## config.mk

```make
export PLATFORM = sky130hd
export DESIGN_NAME = serial_port_config
export DESIGN_NICKNAME = d
export VERILOG_FILES = /design/src/rtl/serial_cfg_pkg.sv /design/src/rtl/rate_tick_if.sv /design/src/rtl/baud_tick_gen.sv /design/src/rtl/serial_port_config.sv
export SDC_FILE = /design/constraint.sdc
export NUM_CORES = 1
export LEC_CHECK = 0
export BUFFER_PORTS_ARGS = -buffer_cell sky130_fd_sc_hd__buf_2
export CAP_MARGIN = 20
export CORE_MARGIN = 8
export CORE_UTILIZATION = 45
export CTS_BUF_LIST = sky130_fd_sc_hd__clkbuf_8
export CTS_CLUSTER_SIZE = 25
export DETAILED_ROUTE_END_ITERATION = 8
export GPL_TIMING_DRIVEN = 0
export SLEW_MARGIN = 0
export SYNTH_ARGS = -nofsm -noshare
export SYNTH_HDL_FRONTEND = slang
export SYNTH_SLANG_ARGS = --single-unit
```

## constraint.sdc

```tcl
create_clock -name core_clk_in -period 13.7 [get_ports core_clk_in]
set_clock_uncertainty 0.05 [all_clocks]
set_input_delay 0.685 -clock core_clk_in [delete_from_list [all_inputs] [get_ports core_clk_in]]
set_output_delay 0.685 -clock core_clk_in [all_outputs]
set_load 0.01 [all_outputs]
```

## src/rtl/serial_cfg_pkg.sv

```systemverilog
// Constants for the serial port configuration block: register map,
// reset values, selection codes and bit rates.
// Assumes a 16-bit holding register access port and one 200 MHz clock.
package serial_cfg_pkg;

  // ==========================================================================
  // Clock
  // ==========================================================================
  localparam int CLK_HZ_DEF = 200_000_000;   // Core clock rate in Hz

  // ==========================================================================
  // Register offsets (holding register numbers)
  // ==========================================================================
  localparam logic [15:0] OFS_COMMAND          = 16'h0001;
  localparam logic [15:0] OFS_DP_RATE_SELECT   = 16'h0005;
  localparam logic [15:0] OFS_DP_PARITY_SELECT = 16'h0006;
  localparam logic [15:0] OFS_DP_RATE_STATUS   = 16'h0007;
  localparam logic [15:0] OFS_CP_RATE_SELECT   = 16'h0012;
  localparam logic [15:0] OFS_CP_FRAME_FORMAT  = 16'h0013;
  localparam logic [15:0] OFS_CP_RATE_STATUS   = 16'h0014;
  localparam logic [15:0] OFS_CP_FORMAT_STATUS = 16'h0015;

  // ==========================================================================
  // Reset values and command codes
  // ==========================================================================
  localparam logic [15:0] RST_COMMAND          = 16'h0000;
  localparam logic [15:0] RST_DP_RATE_SELECT   = 16'h0000;
  localparam logic [15:0] RST_DP_PARITY_SELECT = 16'h0000;
  localparam logic [15:0] RST_CP_RATE_SELECT   = 16'h0007;
  localparam logic [15:0] RST_CP_FRAME_FORMAT  = 16'h0001;
  localparam logic [15:0] CMD_MODULE_RESET     = 16'h0003;

  // ==========================================================================
  // Rate codes
  // ==========================================================================
  localparam logic [2:0] RATE_AUTO    = 3'h0;   // Auto detect / unknown
  localparam logic [2:0] RATE_FIRST   = 3'h1;   // 2400 bit/s
  localparam logic [2:0] RATE_LAST    = 3'h7;   // 115200 bit/s
  localparam logic [2:0] RATE_DEFAULT = 3'h7;   // Fallback rate

  localparam int BAUD_2400   = 2400;
  localparam int BAUD_4800   = 4800;
  localparam int BAUD_9600   = 9600;
  localparam int BAUD_19200  = 19200;
  localparam int BAUD_38400  = 38400;
  localparam int BAUD_57600  = 57600;
  localparam int BAUD_115200 = 115200;

  // ==========================================================================
  // Data port parity codes and config port format field
  // ==========================================================================
  localparam logic [15:0] DP_PAR_EVEN = 16'h0000;
  localparam logic [15:0] DP_PAR_ODD  = 16'h0001;
  localparam logic [15:0] DP_PAR_NONE = 16'h0002;

  localparam int FMT_PARITY_ENABLE_BIT  = 0;
  localparam int FMT_ODD_PARITY_BIT     = 1;
  localparam int FMT_TWO_STOP_BITS_BIT  = 2;
  localparam logic [2:0] FMT_DEFAULT    = 3'h1;   // Even parity, 1 stop
  localparam logic [15:0] FMT_MAX       = 16'h0007;

endpackage

```

## src/rtl/rate_tick_if.sv

```systemverilog
// Carrier between the configuration logic and a bit rate tick generator.
// Assumes both ends share core_clk_in.
`timescale 1ns/1ps
interface rate_tick_if;
  logic [2:0] rate_code;   // Rate code 1..7, 0 stops the tick
  logic       tick;        // One-cycle bit period pulse

  modport gen  (input rate_code, output tick);
  modport user (output rate_code, input tick);
endinterface

```

## src/rtl/baud_tick_gen.sv

```systemverilog
// Bit rate tick generator: one-cycle pulse every bit period.
// Assumes the rate code is held stable while a port is running.
`timescale 1ns/1ps
module baud_tick_gen #(
  parameter int CLK_HZ = serial_cfg_pkg::CLK_HZ_DEF
) (
  input  wire logic     core_clk_in,   // Core clock
  input  wire logic     reset_n_in,    // Async reset, active low
  rate_tick_if.gen      tk             // Rate code in, tick out
);

  logic [16:0] divisor;
  logic [16:0] count_ff;
  logic [2:0]  code_ff;
  logic        tick_ff;

  // ==========================================================================
  // Divisor lookup
  // ==========================================================================
  // Period in core cycles for the selected rate
  always_comb begin
    unique case (tk.rate_code)
      3'h1:    divisor = 17'(CLK_HZ / serial_cfg_pkg::BAUD_2400);
      3'h2:    divisor = 17'(CLK_HZ / serial_cfg_pkg::BAUD_4800);
      3'h3:    divisor = 17'(CLK_HZ / serial_cfg_pkg::BAUD_9600);
      3'h4:    divisor = 17'(CLK_HZ / serial_cfg_pkg::BAUD_19200);
      3'h5:    divisor = 17'(CLK_HZ / serial_cfg_pkg::BAUD_38400);
      3'h6:    divisor = 17'(CLK_HZ / serial_cfg_pkg::BAUD_57600);
      3'h7:    divisor = 17'(CLK_HZ / serial_cfg_pkg::BAUD_115200);
      default: divisor = 17'h0_0000;
    endcase
  end

  // ==========================================================================
  // Counter
  // ==========================================================================
  // Restart on a code change so a new rate never inherits a stale phase
  always_ff @(posedge core_clk_in or negedge reset_n_in) begin
    if (!reset_n_in) begin
      count_ff <= 17'h0_0000;
      code_ff  <= 3'h0;
      tick_ff  <= 1'b0;
    end else begin
      code_ff <= tk.rate_code;
      if (tk.rate_code != code_ff || divisor == 17'h0_0000) begin
        count_ff <= 17'h0_0000;
        tick_ff  <= 1'b0;
      end else if (count_ff >= divisor - 17'h0_0001) begin
        count_ff <= 17'h0_0000;
        tick_ff  <= 1'b1;
      end else begin
        count_ff <= count_ff + 17'h0_0001;
        tick_ff  <= 1'b0;
      end
    end
  end

  assign tk.tick = tick_ff;

endmodule

```

## src/rtl/serial_port_config.sv

```systemverilog
// Configuration and status of the fieldbus data port and the config port.
// Assumes a holding register port synchronous to core_clk_in and a frame
// decoder that reports good and bad frames on the data port.
`timescale 1ns/1ps
module serial_port_config #(
  parameter int CLK_HZ = serial_cfg_pkg::CLK_HZ_DEF
) (
  input  wire logic        core_clk_in,         // Core clock, 200 MHz
  input  wire logic        reset_n_in,          // Async reset, active low
  input  wire logic        reg_wr_in,           // Register write strobe
  input  wire logic        reg_rd_in,           // Register read strobe
  input  wire logic [15:0] reg_addr_in,         // Register number
  input  wire logic [15:0] reg_wdata_in,        // Write data
  output logic      [15:0] reg_rdata_out,       // Read data, next cycle
  input  wire logic        dp_frame_ok_in,      // Good frame seen, pulse
  input  wire logic        dp_frame_bad_in,     // Bad frame seen, pulse
  output logic             dp_bit_tick_out,     // Data port bit tick
  output logic             dp_parity_en_out,    // Data port parity on
  output logic             dp_odd_parity_out,   // Data port odd parity
  output logic             dp_two_stop_out,     // Data port two stop bits
  output logic             dp_reply_en_out,     // Replies allowed
  output logic             cp_bit_tick_out,     // Config port bit tick
  output logic             cp_parity_en_out,    // Config port parity on
  output logic             cp_odd_parity_out,   // Config port odd parity
  output logic             cp_two_stop_out      // Config port two stop bits
);

  // ==========================================================================
  // Declarations
  // ==========================================================================
  logic [15:0] cmd_ff;
  logic [15:0] dp_rate_sel_ff;
  logic [15:0] dp_par_sel_ff;
  logic [15:0] cp_rate_sel_ff;
  logic [15:0] cp_fmt_sel_ff;
  logic        apply_pend_ff;
  logic        apply;
  logic [2:0]  dp_rate_ff;
  logic        dp_auto_ff;
  logic        dp_locked_ff;
  logic        dp_par_en_ff;
  logic        dp_odd_ff;
  logic        dp_two_stop_ff;
  logic [2:0]  cp_rate_ff;
  logic [2:0]  cp_fmt_ff;
  logic [15:0] nxt_rdata;
  logic [15:0] rdata_ff;

  rate_tick_if dp_tk ();
  rate_tick_if cp_tk ();

  // ==========================================================================
  // Register writes
  // ==========================================================================
  // Select registers only store; nothing downstream sees them until apply
  always_ff @(posedge core_clk_in or negedge reset_n_in) begin
    if (!reset_n_in) begin
      cmd_ff         <= serial_cfg_pkg::RST_COMMAND;
      dp_rate_sel_ff <= serial_cfg_pkg::RST_DP_RATE_SELECT;
      dp_par_sel_ff  <= serial_cfg_pkg::RST_DP_PARITY_SELECT;
      cp_rate_sel_ff <= serial_cfg_pkg::RST_CP_RATE_SELECT;
      cp_fmt_sel_ff  <= serial_cfg_pkg::RST_CP_FRAME_FORMAT;
    end else if (reg_wr_in) begin
      unique case (reg_addr_in)
        serial_cfg_pkg::OFS_COMMAND:          cmd_ff         <= reg_wdata_in;
        serial_cfg_pkg::OFS_DP_RATE_SELECT:   dp_rate_sel_ff <= reg_wdata_in;
        serial_cfg_pkg::OFS_DP_PARITY_SELECT: dp_par_sel_ff  <= reg_wdata_in;
        serial_cfg_pkg::OFS_CP_RATE_SELECT:   cp_rate_sel_ff <= reg_wdata_in;
        serial_cfg_pkg::OFS_CP_FRAME_FORMAT:  cp_fmt_sel_ff  <= reg_wdata_in;
        default: ;
      endcase
    end
  end

  // ==========================================================================
  // Module reset / apply
  // ==========================================================================
  // Pending flag loads the defaults on the first edge after reset release
  always_ff @(posedge core_clk_in or negedge reset_n_in) begin
    if (!reset_n_in) begin
      apply_pend_ff <= 1'b1;
    end else begin
      apply_pend_ff <= 1'b0;
    end
  end

  assign apply = apply_pend_ff
               | (reg_wr_in && reg_addr_in == serial_cfg_pkg::OFS_COMMAND
                  && reg_wdata_in == serial_cfg_pkg::CMD_MODULE_RESET);

  // ==========================================================================
  // Data port format
  // ==========================================================================
  // No-parity trades the parity slot for a second stop bit
  always_ff @(posedge core_clk_in or negedge reset_n_in) begin
    if (!reset_n_in) begin
      dp_par_en_ff   <= 1'b1;
      dp_odd_ff      <= 1'b0;
      dp_two_stop_ff <= 1'b0;
    end else if (apply) begin
      unique case (dp_par_sel_ff)
        serial_cfg_pkg::DP_PAR_ODD: begin
          dp_par_en_ff   <= 1'b1;
          dp_odd_ff      <= 1'b1;
          dp_two_stop_ff <= 1'b0;
        end
        serial_cfg_pkg::DP_PAR_NONE: begin
          dp_par_en_ff   <= 1'b0;
          dp_odd_ff      <= 1'b0;
          dp_two_stop_ff <= 1'b1;
        end
        default: begin
          // Even parity, also the fallback for an invalid code
          dp_par_en_ff   <= 1'b1;
          dp_odd_ff      <= 1'b0;
          dp_two_stop_ff <= 1'b0;
        end
      endcase
    end
  end

  // ==========================================================================
  // Data port rate and auto detection
  // ==========================================================================
  // Hunt walks 1..7 and wraps; each bad frame moves one rate on
  always_ff @(posedge core_clk_in or negedge reset_n_in) begin
    if (!reset_n_in) begin
      dp_rate_ff   <= serial_cfg_pkg::RATE_FIRST;
      dp_auto_ff   <= 1'b1;
      dp_locked_ff <= 1'b0;
    end else if (apply) begin
      if (dp_rate_sel_ff == 16'h0000) begin
        dp_rate_ff   <= serial_cfg_pkg::RATE_FIRST;
        dp_auto_ff   <= 1'b1;
        dp_locked_ff <= 1'b0;
      end else if (dp_rate_sel_ff > 16'h0007) begin
        dp_rate_ff   <= serial_cfg_pkg::RATE_DEFAULT;
        dp_auto_ff   <= 1'b0;
        dp_locked_ff <= 1'b1;
      end else begin
        dp_rate_ff   <= dp_rate_sel_ff[2:0];
        dp_auto_ff   <= 1'b0;
        dp_locked_ff <= 1'b1;
      end
    end else if (dp_auto_ff && !dp_locked_ff) begin
      if (dp_frame_ok_in) begin
        dp_locked_ff <= 1'b1;
      end else if (dp_frame_bad_in) begin
        dp_rate_ff <= (dp_rate_ff == serial_cfg_pkg::RATE_LAST) ?
                      serial_cfg_pkg::RATE_FIRST : dp_rate_ff + 3'h1;
      end
    end
  end

  // ==========================================================================
  // Config port rate and format
  // ==========================================================================
  // Fixed rate only; code 0 is treated as invalid, never as auto
  always_ff @(posedge core_clk_in or negedge reset_n_in) begin
    if (!reset_n_in) begin
      cp_rate_ff <= serial_cfg_pkg::RATE_DEFAULT;
      cp_fmt_ff  <= serial_cfg_pkg::FMT_DEFAULT;
    end else if (apply) begin
      if (cp_rate_sel_ff == 16'h0000 || cp_rate_sel_ff > 16'h0007) begin
        cp_rate_ff <= serial_cfg_pkg::RATE_DEFAULT;
      end else begin
        cp_rate_ff <= cp_rate_sel_ff[2:0];
      end
      if (cp_fmt_sel_ff > serial_cfg_pkg::FMT_MAX) begin
        cp_fmt_ff <= serial_cfg_pkg::FMT_DEFAULT;
      end else begin
        cp_fmt_ff <= cp_fmt_sel_ff[2:0];
      end
    end
  end

  // ==========================================================================
  // Tick generators
  // ==========================================================================
  assign dp_tk.rate_code = dp_rate_ff;
  assign cp_tk.rate_code = cp_rate_ff;

  baud_tick_gen #(.CLK_HZ(CLK_HZ)) u_dp_tick (
    .core_clk_in (core_clk_in),
    .reset_n_in  (reset_n_in),
    .tk          (dp_tk.gen)
  );

  baud_tick_gen #(.CLK_HZ(CLK_HZ)) u_cp_tick (
    .core_clk_in (core_clk_in),
    .reset_n_in  (reset_n_in),
    .tk          (cp_tk.gen)
  );

  // ==========================================================================
  // Port outputs
  // ==========================================================================
  // Config port odd select is masked so it cannot leak out while parity is off
  assign dp_bit_tick_out   = dp_tk.tick;
  assign dp_parity_en_out  = dp_par_en_ff;
  assign dp_odd_parity_out = dp_odd_ff;
  assign dp_two_stop_out   = dp_two_stop_ff;
  assign dp_reply_en_out   = dp_locked_ff;
  assign cp_bit_tick_out   = cp_tk.tick;
  assign cp_parity_en_out  = cp_fmt_ff[serial_cfg_pkg::FMT_PARITY_ENABLE_BIT];
  assign cp_odd_parity_out = cp_fmt_ff[serial_cfg_pkg::FMT_ODD_PARITY_BIT]
                           & cp_fmt_ff[serial_cfg_pkg::FMT_PARITY_ENABLE_BIT];
  assign cp_two_stop_out   = cp_fmt_ff[serial_cfg_pkg::FMT_TWO_STOP_BITS_BIT];

  // ==========================================================================
  // Register reads
  // ==========================================================================
  // Status reads show active settings, not the pending selections
  always_comb begin
    unique case (reg_addr_in)
      serial_cfg_pkg::OFS_COMMAND:          nxt_rdata = cmd_ff;
      serial_cfg_pkg::OFS_DP_RATE_SELECT:   nxt_rdata = dp_rate_sel_ff;
      serial_cfg_pkg::OFS_DP_PARITY_SELECT: nxt_rdata = dp_par_sel_ff;
      serial_cfg_pkg::OFS_DP_RATE_STATUS:
        nxt_rdata = dp_locked_ff ? {13'h0000, dp_rate_ff} : 16'h0000;
      serial_cfg_pkg::OFS_CP_RATE_SELECT:   nxt_rdata = cp_rate_sel_ff;
      serial_cfg_pkg::OFS_CP_FRAME_FORMAT:  nxt_rdata = cp_fmt_sel_ff;
      serial_cfg_pkg::OFS_CP_RATE_STATUS:   nxt_rdata = {13'h0000, cp_rate_ff};
      serial_cfg_pkg::OFS_CP_FORMAT_STATUS: nxt_rdata = {13'h0000, cp_fmt_ff};
      default:                              nxt_rdata = 16'h0000;
    endcase
  end

  // Read data is held until the next read strobe
  always_ff @(posedge core_clk_in or negedge reset_n_in) begin
    if (!reset_n_in) begin
      rdata_ff <= 16'h0000;
    end else if (reg_rd_in) begin
      rdata_ff <= nxt_rdata;
    end
  end

  assign reg_rdata_out = rdata_ff;
endmodule

```

==> out/qor.yml <==
grt_setup_unrepaired: "false"
cp-startpoint: "dp_rate_ff[2]"
grt_first_pass_wirelength_microns: 36000
avgSynthCellArea_sq_um: 10.5
relSlewSlack: 0.363
yosysWarnings: 0
first_pass_iters: 4
ys.flop_type: "dfrtp_1"
synth_top_cell_area_share: 0.406
seqPwrFrac: 0.501
clock.fmax_mhz: 178
grt_max_degree: 85
r2r_end: "u_dp_tick.count_ff[13]"
synth_edf_count: 0
ys_top_cells_by_area: "dfrtp_1 41%, mux2_2 11%, ha_1 6.6%"
antenna_found_initial: 0
synth_area_sq_um: 8690
drc: 0
post-cts-setup-buffers: 0
routed_via_density: 5.53
swShare: 0.285
htree_levels: 4
synth.distinct_cells: 64
final_cell_mix: "141 x dfrtp_1, 86 x mux2_2, 70 x buf_2"
post_drt_wl_per_cell_microns: 18.9
drive_gt1_frac: 0.235
die_width_microns: 155
crit_path_start_kind: "flip-flop"
n_antenna_cell: 0
pre_cts_ws_ns: 8.08
reg2reg_depth: 17
area_delta_synth_final_pct: 12.4
ios: 63
powerDensity_nw_per_um2: 98.5
core.rowCount: 51
drt_wl_total_microns: 22400
crit_required_ns: 13.96
power.internal_w: 0.000688
r2r_start: "dp_rate_ff[2]"
setup_ws_ns: 8.07
tightest_slew_ns: 0.943
drv_slew: 0
vias: 6557
cts.clk_slew.worst_paths_ns: 0.09
vdd_ir_drop_max_uv: 60.4
finalHoldViolCount: 0
final_util: 0.509
hold_buffers: 0
setup_tns_ns: 0
async_flop_share: 1.00
postCtsResizedCells: 0
pwr-share-clk: 0.371
p_leak_nw: 4.59
synth_top_area_cell: "dfrtp_1"
synth-seq-area-share: 0.442
arrival_ns: 5.89
syn-num-nets: 910
design.die.area_sq_um: 24000
crit_path_max_fanout: 10
setup_violations: 0
grt_pass1_vias: 6601
gp_congestion: 0.819
period_minus_slack_ns: 5.63
nets: 991
fin_crit_sh: 0.411
portBuffers: 61
coreArea_sq_um: 19200
cts_buffer_depth: 2
clkSinkCount: 153
worstHoldPathType: "input port to asynchronous set/reset pin"
switchingPower_w: 0.000274
endpoint_kind: "flip-flop"
whs_ns: 0.116
r2r_setup_slack_ns: 8.07
synth-seq-cells: 153
drt_iter0_markers: 365
critical_path_class: "flip-flop to flip-flop"
initial_core_util: 0.453
netlist_instances: 826
track_usage: 0.190
comb_power_share: 0.128
dp_hpwl_microns: 16700
cts_made_buffers: 17
cap_viol_max_count: 0
antenna_left: 0
cts_root_buf: "clkbuf_8"
finalPower_w: 0.000963
die_h_microns: 155
status: "complete, no violations"
grt_overflow: 0
layout_commonest_cell: "dfrtp_1"
insertion_delay_ns: 0.45
tritoncts: "yes"
[logic make-up after synthesis]
logic type | count (synthesis) | synth area share
AO/OA/AOI/OAI | 136 | 0.101
XOR/XNOR | 41 | 0.0413
adder cells (fa/ha/maj) | 46 | 0.0662
buffers and inverters | 62 | 0.0308
flip-flops | 153 | 0.442
multiplexers | 120 | 0.151
other | 1 | 0.000431
AND/OR/NAND/NOR | 267 | 0.167
[per-layer routing]
metal | track usage | wire length [microns]
met1 | 0.251 | 10700
met2 | 0.314 | 10600
met3 | 0.0308 | 727
met4 | 0.0593 | 331
met5 | 0 | 0
[registers in the layout, summed over array words and instances (netlist names), 16 cells and up]
| signal | count |
|---|---|
| cp_rate_sel_ff | 16 |
| u_cp_tick.count_ff | 17 |
| dp_par_sel_ff | 16 |
| dp_rate_sel_ff | 16 |
| u_dp_tick.count_ff | 17 |
| cmd_ff | 16 |
| cp_fmt_sel_ff | 16 |
| reg_rdata_out | 16 |
[critical path, cell delays in order, from the launching register on]
cell and delay [ns]:
dfrtp_1 0.40, buf_2 0.25, buf_1 0.36, inv_1 0.19, ha_1 0.25, buf_6 0.13
or4_4 0.49, o221a_1 0.27, or3_1 0.36, buf_2 0.17, a211oi_2 0.16, mux2_1 0.37
ha_1 0.32, nand4_1 0.18, or3_1 0.38, o221ai_1 0.62, clkbuf_1 0.42, nor3_1 0.12
[through the flow]
stage               area [sq um]  std cells
floorplan                   8690        826
finish                      9770       1185
global placement            9330       1152
CTS                         9770       1185
global route                9770       1185
detailed placement          9370       1153
[Yosys cell counts (5+ instances only)]
| master | n |
|---|---|
| nand3_1 | 24 |
| clkbuf_1 | 22 |
| o211ai_1 | 5 |
| ha_1 | 46 |
| xor2_1 | 22 |
| nor4_1 | 18 |
| nor3_1 | 48 |
| mux2i_1 | 33 |
| and3_1 | 15 |
| o21a_1 | 7 |
| nor2b_1 | 28 |
| or4_1 | 5 |
| o22a_1 | 14 |
| xnor2_1 | 19 |
| a211oi_1 | 6 |
| buf_2 | 10 |
| inv_1 | 22 |
| nor2_1 | 33 |
| mux2_2 | 86 |
| nand4_1 | 17 |
| o21ai_0 | 31 |
| a21oi_1 | 45 |
| or3_1 | 6 |
| nand2_1 | 45 |
| o22ai_1 | 5 |
| dfstp_2 | 12 |
| nor3b_1 | 5 |
| dfrtp_1 | 141 |
[worst max-delay path by stage]
stage | end | slack [ns] | cells after the start
floorplan | u_dp_tick.count_ff[10] | 8.91 | 17
global placement | u_dp_tick.count_ff[14] | 8.12 | 17
detailed placement | u_dp_tick.count_ff[13] | 8.08 | 17
CTS | u_dp_tick.count_ff[13] | 8.04 | 17
global route | u_dp_tick.count_ff[11] | 7.71 | 17
finish | u_dp_tick.count_ff[13] | 8.07 | 17
[layout make-up]
cell class              count  area (sq um)
clock buffers              19           262
plain buffers              40           185
well taps                 265           332
clock inverters            13           144
multi-input cells         611          4580
repair buffers             62           343
flip-flops and latches    153          3840
inverters                  22          82.6
fillers                  1787          9440
[power groups by stage]
| stage | logic, W | clock network, W | registers [W] |
|---|---|---|---|
| 4_1_cts | 0.000125 | 0.000366 | 0.000483 |
| 3_3_place_gp | 0.000121 | 0 | 0.000491 |
| 5_1_grt | 0.000140 | 0.000381 | 0.000485 |
| 3_5_place_dp | 0.000124 | 0 | 0.000491 |
| 6_report | 0.000123 | 0.000357 | 0.000483 |
| 2_1_floorplan | 0.0000810 | 0 | 0.000487 |
No activity file was read; power rests on OpenSTA's default activity.
